[config.mk]
export PLATFORM = sky130hd
export DESIGN_NAME = rpd_core
export DESIGN_NICKNAME = d
export VERILOG_FILES = /design/src/inc/rpd_pkg.sv /design/src/core/rpd_sync_timer.sv /design/src/core/rpd_core.sv
export SDC_FILE = /design/constraint.sdc
export NUM_CORES = 1
export LEC_CHECK = 0
export BUFFER_PORTS_ARGS = -buffer_cell sky130_fd_sc_hd__buf_2
export CAP_MARGIN = 40
export CORE_UTILIZATION = 25
export CTS_CLUSTER_DIAMETER = 100
export DETAILED_ROUTE_END_ITERATION = 8
export PLACE_DENSITY = 0.48
export SLEW_MARGIN = 20
export SYNTH_ARGS = -nofsm -noshare
export SYNTH_HDL_FRONTEND = slang
export SYNTH_HIERARCHICAL = 1
export SYNTH_SLANG_ARGS = --single-unit
[constraint.sdc]
create_clock -name clk -period 3.3 [get_ports clk]
set_input_delay 0.33 -clock clk [delete_from_list [all_inputs] [get_ports clk]]
set_output_delay 0.33 -clock clk [all_outputs]
set_load 0.1 [all_outputs]
[src/inc/rpd_pkg.sv]
// Purpose: shared constants for the reset, power-down and activation status block
// Assumes: 100 MHz clock, APB with 32-bit data
// Notes: offsets are byte addresses on the APB
package rpd_pkg;
  // -----------------------------------------------------------------
  // register map
  // -----------------------------------------------------------------
  localparam logic [7:0] addr_reset_power_control = 8'h00;
  localparam logic [7:0] addr_activation_status = 8'h04;
  localparam logic [7:0] addr_activation_control = 8'h08;
  localparam logic [7:0] addr_dchannel_access_config = 8'h0c;
  localparam logic [7:0] addr_dchannel_data_register = 8'h10;
  localparam logic [7:0] addr_maintenance_control = 8'h14;
  localparam logic [7:0] addr_line_state = 8'h18;
  // reset_power_control fields
  localparam int bit_software_reset = 3;
  localparam int bit_power_down_enable = 2;
  localparam int bit_absolute_power_down = 1;
  localparam int bit_return_to_normal = 0;
  // activation_status fields
  localparam int bit_linkup = 3;
  localparam int bit_error_indication = 2;
  localparam int bit_superframe_sync = 1;
  localparam int bit_transparent = 0;
  // activation_control fields
  localparam int bit_activation_request = 3;
  localparam int bit_deactivation_request = 2;
  localparam int bit_customer_enable = 0;
  // dchannel_access_config field
  localparam int bit_dchannel_enable = 1;
  // maintenance_control fields: crc corrupt at 8, loopbacks at 7:0
  localparam int bit_crc_corrupt = 8;
  localparam logic [3:0] nibble_reset = 4'h0;
  localparam logic [3:0] dchannel_code = 4'hf;
  localparam logic [8:0] maint_reset = 9'h000;
  // -----------------------------------------------------------------
  // timing
  // -----------------------------------------------------------------
  localparam int clk_mhz = 100;
  localparam int frame_loss_ms = 480;
  localparam int frame_loss_cycles = frame_loss_ms * 1000 * clk_mhz;
  localparam int reset_min_periods = 6;
endpackage : rpd_pkg

[src/core/rpd_sync_timer.sv]
// Purpose: counts how long a condition has held and flags when a limit is reached
// Assumes: one clock, asynchronous active-high reset
// Notes: done is registered and holds while the condition stays true
`timescale 1ns/1ps
module rpd_sync_timer #(
  parameter int limit = rpd_pkg::frame_loss_cycles
) (
  input wire logic clk,
  input wire logic reset,
  input wire logic clear,
  input wire logic run,
  output logic done
);
  logic [31:0] count;

  // count while run holds, restart otherwise
  always_ff @(posedge clk or posedge reset)
  begin
    if (reset)
    begin
      count <= 32'h0000_0000;
      done <= 1'b0;
    end
    else if (clear || !run)
    begin
      count <= 32'h0000_0000;
      done <= 1'b0;
    end
    else if (count >= 32'(limit - 1))
    begin
      done <= 1'b1;
    end
    else
    begin
      count <= count + 32'h0000_0001;
    end
  end
endmodule : rpd_sync_timer

[src/core/rpd_core.sv]
// Purpose: reset / power-down control and activation status registers over APB
// Assumes: line events arrive as synchronous one-cycle pulses or levels
// Notes: line-side state machine is reduced to the status-bit behaviour
`timescale 1ns/1ps

// Behaviour
// - power control cleared only by hardware reset
// - absolute power-down: only power control writable
// - software reset holds until bit cleared
// - soft reset spares power control, D-config
// - power-down while waiting for wake tone
// - wake tone, activation request, clear exit
// - enable low forbids power-down
// - absolute power-down acts as software reset
// - absolute power-down erases coefficients, cold start
// - return-to-normal clears crc corrupt, loopbacks
// - status edges, except error falling, raise activation-change interrupt
// - status read clears activation-change interrupt
// - D-channel data shows status code 1111
// - linkup holds until loss, deactivation, reset
// - error on timeout, frame loss, no response
// - error clears on request or wake tone
// - sync rises with linkup; long loss deactivates
// - no sync: suppress maintenance interrupts, ones
// - transparent tracks activation progress and errors
// - receive data gated by five conditions, pass flag by four
module rpd_core #(
  parameter int frame_loss_limit = rpd_pkg::frame_loss_cycles
) (
  input wire logic clk,
  input wire logic reset,
  input wire logic psel,
  input wire logic penable,
  input wire logic pwrite,
  input wire logic [7:0] paddr,
  input wire logic [31:0] pwdata,
  output logic [31:0] prdata,
  output logic pready,
  output logic pslverr,
  input wire logic waiting_wake_tone,
  input wire logic wake_tone_detected,
  input wire logic activation_start,
  input wire logic full_duplex_reached,
  input wire logic activation_failed,
  input wire logic framing_ok,
  input wire logic superframe_found,
  input wire logic high_line_error,
  input wire logic deactivation_done,
  input wire logic activation_timer_expired,
  input wire logic no_response_timeout,
  input wire logic verified_act,
  input wire logic dchannel_data_ready,
  input wire logic [7:0] dchannel_rx_byte,
  input wire logic maint_irq_event,
  input wire logic rx_data_in,
  output logic soft_reset_active,
  output logic power_down,
  output logic absolute_power_down,
  output logic clear_coefficients,
  output logic drivers_off,
  output logic activation_change_interrupt,
  output logic maint_irq_out,
  output logic rx_data_out,
  output logic rx_data_pass
);
  logic [3:0] reset_power_control;
  logic [3:0] activation_control;
  logic [1:0] dchannel_access_config;
  logic [8:0] maint_control;
  logic linkup;
  logic error_indication;
  logic superframe_sync;
  logic transparent;
  logic dch_pending;
  logic [7:0] dch_data;
  logic irq_pending;
  logic [3:0] prev_status;
  logic internal_reset;
  logic apd_active;
  logic wr_ok;
  logic rd_ok;
  logic setup_wr;
  logic setup_rd;
  logic loss_done;
  logic sync_loss_done;
  logic [2:0] reset_seen;
  logic [31:0] next_rdata;
  logic [3:0] status_view;

  // -----------------------------------------------------------------
  // bus decode
  // -----------------------------------------------------------------
  // access phase takes two cycles; pready rises in the second access cycle
  assign setup_wr = psel && penable && pwrite && pready;
  assign setup_rd = psel && penable && !pwrite && pready;
  assign apd_active = reset_power_control[rpd_pkg::bit_absolute_power_down];
  // soft reset or absolute power-down holds everything but power control, d-channel access config and the latched d-channel byte
  assign internal_reset = reset_power_control[rpd_pkg::bit_software_reset] || apd_active;

  function automatic logic hit(input logic [7:0] a, input logic [7:0] target);
    hit = (a == target);
  endfunction : hit

  assign wr_ok = setup_wr && (!apd_active || hit(paddr, rpd_pkg::addr_reset_power_control));
  assign rd_ok = setup_rd && !apd_active;

  // pready pulses in the second cycle of the access phase
  always_ff @(posedge clk or posedge reset)
  begin
    if (reset)
    begin
      pready <= 1'b0;
    end
    else
    begin
      pready <= psel && penable && !pready;
    end
  end

  // -----------------------------------------------------------------
  // reset and power control register
  // -----------------------------------------------------------------
  // cleared only by hardware reset; soft reset leaves it alone
  always_ff @(posedge clk or posedge reset)
  begin
    if (reset)
    begin
      reset_power_control <= rpd_pkg::nibble_reset;
    end
    else if (wr_ok && hit(paddr, rpd_pkg::addr_reset_power_control))
    begin
      reset_power_control <= pwdata[3:0];
    end
  end

  // d-channel access config also survives soft reset
  always_ff @(posedge clk or posedge reset)
  begin
    if (reset)
    begin
      dchannel_access_config <= 2'h0;
    end
    else if (wr_ok && hit(paddr, rpd_pkg::addr_dchannel_access_config))
    begin
      dchannel_access_config <= pwdata[1:0];
    end
  end

  // activation control, cleared by either reset
  always_ff @(posedge clk or posedge reset)
  begin
    if (reset)
    begin
      activation_control <= rpd_pkg::nibble_reset;
    end
    else if (internal_reset)
    begin
      activation_control <= rpd_pkg::nibble_reset;
    end
    else if (wr_ok && hit(paddr, rpd_pkg::addr_activation_control))
    begin
      activation_control <= pwdata[3:0];
    end
    else if (activation_start)
    begin
      activation_control[rpd_pkg::bit_activation_request] <= 1'b0;
    end
  end

  // crc corrupt and loopback bits; return to normal wipes them
  always_ff @(posedge clk or posedge reset)
  begin
    if (reset)
    begin
      maint_control <= rpd_pkg::maint_reset;
    end
    else if (internal_reset)
    begin
      maint_control <= rpd_pkg::maint_reset;
    end
    else if (wr_ok && hit(paddr, rpd_pkg::addr_reset_power_control)
             && pwdata[rpd_pkg::bit_return_to_normal])
    begin
      maint_control <= rpd_pkg::maint_reset;
    end
    else if (wr_ok && hit(paddr, rpd_pkg::addr_maintenance_control))
    begin
      maint_control <= pwdata[8:0];
    end
  end

  // -----------------------------------------------------------------
  // power-down control
  // -----------------------------------------------------------------
  // power-down only while enabled, waiting, and no exit condition
  always_ff @(posedge clk or posedge reset)
  begin
    if (reset)
    begin
      power_down <= 1'b0;
      absolute_power_down <= 1'b0;
      clear_coefficients <= 1'b0;
      drivers_off <= 1'b0;
      soft_reset_active <= 1'b0;
    end
    else
    begin
      power_down <= reset_power_control[rpd_pkg::bit_power_down_enable] && waiting_wake_tone
                    && !wake_tone_detected && !activation_control[rpd_pkg::bit_activation_request]
                    && !internal_reset;
      absolute_power_down <= apd_active;
      clear_coefficients <= apd_active;
      drivers_off <= apd_active || (reset_power_control[rpd_pkg::bit_power_down_enable]
                     && waiting_wake_tone && !wake_tone_detected
                     && !activation_control[rpd_pkg::bit_activation_request]);
      soft_reset_active <= internal_reset;
    end
  end

  // counts hardware-reset-free cycles to observe the minimum reset width
  always_ff @(posedge clk or posedge reset)
  begin
    if (reset)
    begin
      reset_seen <= 3'h0;
    end
    else if (reset_seen != 3'(rpd_pkg::reset_min_periods))
    begin
      reset_seen <= reset_seen + 3'h1;
    end
  end

  // -----------------------------------------------------------------
  // activation status
  // -----------------------------------------------------------------
  rpd_sync_timer #(
    .limit(frame_loss_limit)
  ) frame_loss_timer (
    .clk(clk),
    .reset(reset),
    .clear(internal_reset),
    .run(linkup && !framing_ok),
    .done(loss_done)
  );

  rpd_sync_timer #(
    .limit(frame_loss_limit)
  ) sync_loss_timer (
    .clk(clk),
    .reset(reset),
    .clear(internal_reset),
    .run(linkup && !superframe_sync),
    .done(sync_loss_done)
  );

  // linkup and superframe sync
  always_ff @(posedge clk or posedge reset)
  begin
    if (reset)
    begin
      linkup <= 1'b0;
      superframe_sync <= 1'b0;
    end
    else if (internal_reset || loss_done || sync_loss_done || deactivation_done
             || (activation_control[rpd_pkg::bit_deactivation_request] && !framing_ok))
    begin
      linkup <= 1'b0;
      superframe_sync <= 1'b0;
    end
    else if (!linkup && full_duplex_reached)
    begin
      linkup <= 1'b1;
      superframe_sync <= 1'b1;
    end
    else if (linkup)
    begin
      superframe_sync <= superframe_found;
    end
  end

  // error indication: timeouts set it, request or wake tone clear it
  always_ff @(posedge clk or posedge reset)
  begin
    if (reset)
    begin
      error_indication <= 1'b0;
    end
    else if (internal_reset)
    begin
      error_indication <= 1'b0;
    end
    else if (activation_timer_expired || loss_done || no_response_timeout || activation_failed)
    begin
      error_indication <= 1'b1;
    end
    else if (wake_tone_detected || (wr_ok && hit(paddr, rpd_pkg::addr_activation_control)
             && pwdata[rpd_pkg::bit_activation_request]))
    begin
      error_indication <= 1'b0;
    end
  end

  // transparent / activation in progress
  always_ff @(posedge clk or posedge reset)
  begin
    if (reset)
    begin
      transparent <= 1'b0;
    end
    else if (internal_reset || activation_failed || deactivation_done || loss_done || sync_loss_done)
    begin
      transparent <= 1'b0;
    end
    else if (activation_start)
    begin
      transparent <= 1'b1;
    end
    else if (linkup)
    begin
      transparent <= !high_line_error;
    end
  end

  // -----------------------------------------------------------------
  // interrupt and d-channel overlay
  // -----------------------------------------------------------------
  assign status_view = {linkup, error_indication, superframe_sync, transparent};

  // latch d-channel byte; reading the data register drops the 1111 code
  always_ff @(posedge clk or posedge reset)
  begin
    if (reset)
    begin
      dch_pending <= 1'b0;
      dch_data <= 8'h00;
    end
    else if (internal_reset)
    begin
      dch_pending <= 1'b0;
    end
    else if (dchannel_data_ready && dchannel_access_config[rpd_pkg::bit_dchannel_enable])
    begin
      dch_pending <= 1'b1;
      dch_data <= dchannel_rx_byte;
    end
    else if (rd_ok && hit(paddr, rpd_pkg::addr_dchannel_data_register))
    begin
      dch_pending <= 1'b0;
    end
  end

  // rising bits or falling linkup/sync/transparent raise the interrupt; a new edge beats the read
  always_ff @(posedge clk or posedge reset)
  begin
    if (reset)
    begin
      prev_status <= rpd_pkg::nibble_reset;
      irq_pending <= 1'b0;
    end
    else
    begin
      prev_status <= status_view;
      if ((|(status_view & ~prev_status))
          || (|(prev_status & ~status_view & 4'b1011)))
      begin
        irq_pending <= 1'b1;
      end
      else if (internal_reset || (rd_ok && hit(paddr, rpd_pkg::addr_activation_status)))
      begin
        irq_pending <= 1'b0;
      end
    end
  end

  // interrupt line also shows a pending d-channel byte; maintenance interrupts need sync
  always_ff @(posedge clk or posedge reset)
  begin
    if (reset)
    begin
      activation_change_interrupt <= 1'b0;
      maint_irq_out <= 1'b0;
    end
    else
    begin
      activation_change_interrupt <= irq_pending || dch_pending;
      maint_irq_out <= maint_irq_event && superframe_sync && !internal_reset;
    end
  end

  // -----------------------------------------------------------------
  // receive data gate
  // -----------------------------------------------------------------
  always_ff @(posedge clk or posedge reset)
  begin
    if (reset)
    begin
      rx_data_pass <= 1'b0;
      rx_data_out <= 1'b1;
    end
    else
    begin
      rx_data_pass <= linkup && superframe_sync && transparent
                      && (activation_control[rpd_pkg::bit_customer_enable] || verified_act);
      rx_data_out <= (linkup && superframe_sync && transparent && !power_down
                      && (activation_control[rpd_pkg::bit_customer_enable] || verified_act))
                     ? rx_data_in : 1'b1;
    end
  end

  // -----------------------------------------------------------------
  // read path
  // -----------------------------------------------------------------
  always_comb
  begin
    next_rdata = 32'h0000_0000;
    case (paddr)
      rpd_pkg::addr_reset_power_control: next_rdata[3:0] = reset_power_control;
      rpd_pkg::addr_activation_status: next_rdata[3:0] = dch_pending ? rpd_pkg::dchannel_code : status_view;
      rpd_pkg::addr_activation_control: next_rdata[3:0] = activation_control;
      rpd_pkg::addr_dchannel_access_config: next_rdata[1:0] = dchannel_access_config;
      rpd_pkg::addr_dchannel_data_register: next_rdata[7:0] = dch_data;
      rpd_pkg::addr_maintenance_control: next_rdata[8:0] = maint_control;
      rpd_pkg::addr_line_state: next_rdata[4:0] = {apd_active, power_down, drivers_off,
                                                    internal_reset, irq_pending};
      default: next_rdata = 32'h0000_0000;
    endcase
  end

  // read data and error registered with the access; reads blocked in absolute power-down
  always_ff @(posedge clk or posedge reset)
  begin
    if (reset)
    begin
      prdata <= 32'h0000_0000;
      pslverr <= 1'b0;
    end
    else if (psel && penable && !pready)
    begin
      prdata <= (!pwrite && !apd_active) ? next_rdata : 32'h0000_0000;
      pslverr <= (paddr > rpd_pkg::addr_line_state) || (paddr[1:0] != 2'b00);
    end
    else
    begin
      prdata <= 32'h0000_0000;
      pslverr <= 1'b0;
    end
  end

  // -----------------------------------------------------------------
  // checks
  // -----------------------------------------------------------------
  property p_apd_blocks_write;
    @(posedge clk) disable iff (reset)
    (apd_active && setup_wr && paddr != rpd_pkg::addr_reset_power_control)
    |=> $stable(dchannel_access_config);
  endproperty
  a_apd_blocks_write: assert property (p_apd_blocks_write) else $error("write accepted in power-down");

  property p_rtn_clears;
    @(posedge clk) disable iff (reset)
    (wr_ok && paddr == rpd_pkg::addr_reset_power_control && pwdata[0]) |=> maint_control == 9'h000;
  endproperty
  a_rtn_clears: assert property (p_rtn_clears) else $error("return to normal failed");

  property p_soft_keeps_ctrl;
    @(posedge clk) disable iff (reset)
    (internal_reset && !wr_ok) |=> $stable(reset_power_control) && $stable(dchannel_access_config);
  endproperty
  a_soft_keeps_ctrl: assert property (p_soft_keeps_ctrl) else $error("soft reset changed control");

  property p_status_cleared;
    @(posedge clk) disable iff (reset)
    internal_reset ##1 internal_reset |-> status_view == 4'h0;
  endproperty
  a_status_cleared: assert property (p_status_cleared) else $error("status not cleared");

  property p_irq_on_rise;
    @(posedge clk) disable iff (reset)
    $rose(linkup) |=> irq_pending ##1 activation_change_interrupt;
  endproperty
  a_irq_on_rise: assert property (p_irq_on_rise) else $error("no interrupt on linkup");

  property p_pd_needs_enable;
    @(posedge clk) disable iff (reset)
    !reset_power_control[2] |=> !power_down;
  endproperty
  a_pd_needs_enable: assert property (p_pd_needs_enable) else $error("power-down without enable");

  property p_gate;
    @(posedge clk) disable iff (reset)
    !superframe_sync |=> rx_data_out && !rx_data_pass;
  endproperty
  a_gate: assert property (p_gate) else $error("data passed without sync");

  property p_dch_code;
    @(posedge clk) disable iff (reset)
    (dch_pending && psel && !penable && !pwrite && paddr == rpd_pkg::addr_activation_status && !apd_active)
    ##1 (psel && penable) |=> prdata[3:0] == 4'hf;
  endproperty
  a_dch_code: assert property (p_dch_code) else $error("d-channel code missing");
endmodule : rpd_core

==> impl_metrics.yaml <==
cts:
  cts.reportedPaths.clkPinSlew_ns: 0.06
  insertion_delay_ns: 0.42
  clockBufferDepth: 2
  cts_tree: "built"
  cts.sink_count: 122
  setup_fix_buffers_added_after_clock_tree_synthesis: 0
  cts.hold.buffers_added: 0
  h-tree-depth: 4
  cts_root_buffer: "clkbuf_16"
  post_cts.resized_instances: 0
  cts_made_buffers: 17
detailed_routing:
  dr_wl_met2_um: 7860
  met1_length_um: 7760
  wl_met3_um: 670
  detailroute.via_count: 5132
  dr.pass1.iters: 4
  drtAntennaViolNets: 0
  postRouteWirelength_um: 16500
  route.detailed.drc: 0
  routed_wire_length_per_instance_um: 15.6
  drt-vias-per-instance: 4.85
  initialDrtViolationCount: 365
  highest-signal-layer: "met4"
global_routing:
  number_of_antenna_violations_at_the_first_check_in_global_routing: 0
  grt_max_degree: 45
  grt_pass1_wl_um: 27200
  first_global_vias: 5001
  grt.overflow.total: 0
  globalRouteTotalUtil: 0.129
pwr:
  leakagePower_nw: 3.28
  power_per_cell_area_mw_per_mm2: 477
  vdd_ir_drop_max_mv: 0.359
sta:
  achievable-frequency_mhz: 422
  timing.clock.skew_ns: 0.00915
  timing.final.crit_share: 0.717
  slew_headroom: 0.524
  hold_viol_final: 0
  final.setup.tns_ns: 0
  finalWorstPathRequiredPeriod_ns: 2.37
  rsz0062_at_grt: "no"
  worst_pin_slew_ns: 0.709
  final_setup_violations: 0
  postLayoutSetupSlackWorst_ns: 0.933
  hold_worst_slack_ns: 0.0452
  report.final.slew_viol_count: 0
critical_path:
  crit_path_max_fanout: 44
  crit_buf_inv: 0
  crit_slowest_cell: "a41o_2"
  cp_data_required_time_ns: 3.58
  crit_path_cell_trace: "nand4_4, nor4_4, a41o_2, or3_2, o21ai_0"
  max_stage_delay_ns: 0.71
  criticalPathCategory: "flop to flop"
  crit_path_start_kind: "flop"
  critical_path.top_delay_family: "simple AND/OR/NAND/NOR gates"
  cp_data_arrival_time_ns: 2.64
  critPathCaptureType: "flop"
synth:
  synthesis.instances: 652
  post_synth_fa_ha_maj_area_fraction: 0.00380
  synth.yosys.seq_area_share: 0.464
  synth_top_family_by_area: "simple AND/OR/NAND/NOR gates"
  synth-seq-cells: 122
  post_synth_xor_area_fraction: 0.00399
  synth_simple_gate_area_share: 0.263
  synth.yosys.warnings: 6
  number_of_flops_mapped_to_enable_cells_by_yosys: 0
  mappedNetlistArea_mm2: 0.00659
  synth_compound_gate_area_share: 0.143
  synth_area_per_cell_um2: 10.1
  synth_cell_type_count: 70
  synth_async_sr_flop_share: 1.00
  synth_mux_area_frac: 0.0600
  synth_top_flop_cell: "dfrtp_1"
die:
  placeable_core_area_mm2: 0.0260
  floorplan.rows: 59
  io_pins: 111
  floorplan.initialDensity: 0.254
  die_w_um: 164
  die_y_extent_um: 164
  floorplan.die_area_mm2: 0.0270
min_path:
  holdCritPathClass: "input pin to async pin"
run_status:
  run_status: "finished clean"
layout:
  antennaDiodeCount: 0
  final_design_area_excluding_fillers_mm2: 0.00772
  layout-drive-gt1-share: 0.215
  area.growth.synth_to_final_pct: 17.1
  num-nets-final: 781
placement:
  final_hpwl_dp_um: 11400
  place.port_buffers: 64
  place_area_mm2: 0.00713
  dpl_worst_slack_ns: 0.941
  gp_congestion: 0.778
flow_run:
  number_of_max_cap_violations: 0
## Yosys cell counts, types with 3 or more instances
| cell | n | area share |
|---|---|---|
| o31ai_1 | 15 | 0.017 |
| or4_1 | 18 | 0.021 |
| o211ai_1 | 4 | 0.0046 |
| o21ai_0 | 28 | 0.021 |
| dfrtp_1 | 121 | 0.46 |
| nor4_4 | 3 | 0.0097 |
| nand4_1 | 13 | 0.012 |
| mux2i_1 | 20 | 0.030 |
| nand2b_1 | 17 | 0.016 |
| o311ai_0 | 4 | 0.0053 |
| o21ai_1 | 4 | 0.0030 |
| nor4_1 | 13 | 0.012 |
| a21oi_1 | 46 | 0.035 |
| nand3b_1 | 5 | 0.0057 |
| nor2b_1 | 6 | 0.0057 |
| nor2_1 | 37 | 0.021 |
| and2_1 | 14 | 0.013 |
| nand4b_1 | 10 | 0.013 |
| or3_1 | 15 | 0.014 |
| o41ai_1 | 10 | 0.013 |
| nand3_1 | 20 | 0.015 |
| inv_1 | 10 | 0.0057 |
| nor3_1 | 12 | 0.0091 |
| a22oi_1 | 3 | 0.0034 |
| and3_1 | 14 | 0.013 |
| buf_4 | 27 | 0.031 |
| buf_2 | 13 | 0.0099 |
| o21a_1 | 8 | 0.0091 |
| nand2_1 | 46 | 0.026 |
| or2_2 | 5 | 0.0047 |
| clkbuf_1 | 12 | 0.0068 |
| a31oi_1 | 4 | 0.0038 |
| buf_6 | 5 | 0.0085 |
| or4b_2 | 4 | 0.0061 |
| mux2_2 | 15 | 0.026 |
## sequential cells by signal (all words and copies together) (netlist names), 2 cells and up
signal                  flops
reset_power_control         4
dchannel_access_config      2
prev_status                 4
dch_data                    8
prdata                      9
activation_control          4
maint_control               9
frame_loss_timer/count     32
sync_loss_timer/count      32
## power breakdown
part           leakage, nW  internal [W]  switching [W]  total [W]
Clock                0.272       0.00114       0.000723    0.00186
Sequential            1.67       0.00151      0.0000131    0.00152
Combinational         1.33     0.0000589       0.000243   0.000301
Total                 3.28       0.00270       0.000979    0.00368
## layout make-up
type,count,area (um2)
clock buffer,19,443
sequential,122,3050
tap,335,419
clock inverter,13,146
multi-input combinational,484,3210
fill,2749,18300
inverter,10,37.5
timing repair buffer,76,410
## cell usage in the layout, fill, tap and decap left out, types with 8 or more instances in the layout
| cell | instances |
|---|---|
| clkbuf_16 | 17 |
| dfrtp_1 | 121 |
| a21oi_1 | 46 |
| nand4b_1 | 10 |
| nor4_1 | 13 |
| nand3_1 | 20 |
| o41ai_1 | 10 |
| o21a_1 | 8 |
| mux2i_1 | 20 |
| nor2_1 | 37 |
| nand2_1 | 46 |
| and3_1 | 14 |
| nand4_1 | 13 |
| buf_4 | 12 |
| and2_1 | 14 |
| o21ai_0 | 28 |
| or3_1 | 15 |
| conb_1 | 23 |
| buf_2 | 64 |
| nor3_1 | 12 |
| or4_1 | 18 |
| o31ai_1 | 15 |
| inv_1 | 9 |
| mux2_2 | 15 |
| nand2b_1 | 17 |
## final timing paths
| check | depth (start not counted) | slack, ns | startpoint | end |
|---|---|---|---|---|
| max | 5 | 0.93 | sync_loss_timer/count[4] | sync_loss_timer/count[25] |
| min | 2 | 0.05 | reset | linkup |
| max reg2reg | 5 | 0.93 | sync_loss_timer/count[4] | sync_loss_timer/count[25] |
| min reg2reg | 0 | 0.44 | error_indication | prev_status[2] |
| max in group asynchronous | 3 | 2.43 | reset | rx_data_out |
| min in group clk | 3 | 0.10 | rx_data_in | rx_data_out |
## layer usage
layer | track usage | vias up
met2 | 0.208 | 120
li1 | - | 2513
met3 | 0.0280 | 18
met1 | 0.170 | 2481
met4 | 0.0480 | 0
met5 | 0 | -
## through the flow
stage / power (W) / instances / util
after detailed placement: 0.00186 / 1027 / 0.274
after floorplan: 0.00179 / 674 / -
after global routing: 0.00383 / 1059 / 0.297
after CTS: 0.00373 / 1059 / 0.297
after global placement: 0.00186 / 1027 / 0.274
final: 0.00368 / 1059 / 0.297
## logic make-up after synthesis
logic type | count (synthesis)
compound gates | 144
xor+xnor | 3
fa+ha+maj | 2
buf+inv | 68
flops | 122
mux | 36
other cells | 1
simple gates | 276
Note: power is estimated with default switching activity, not from simulation.
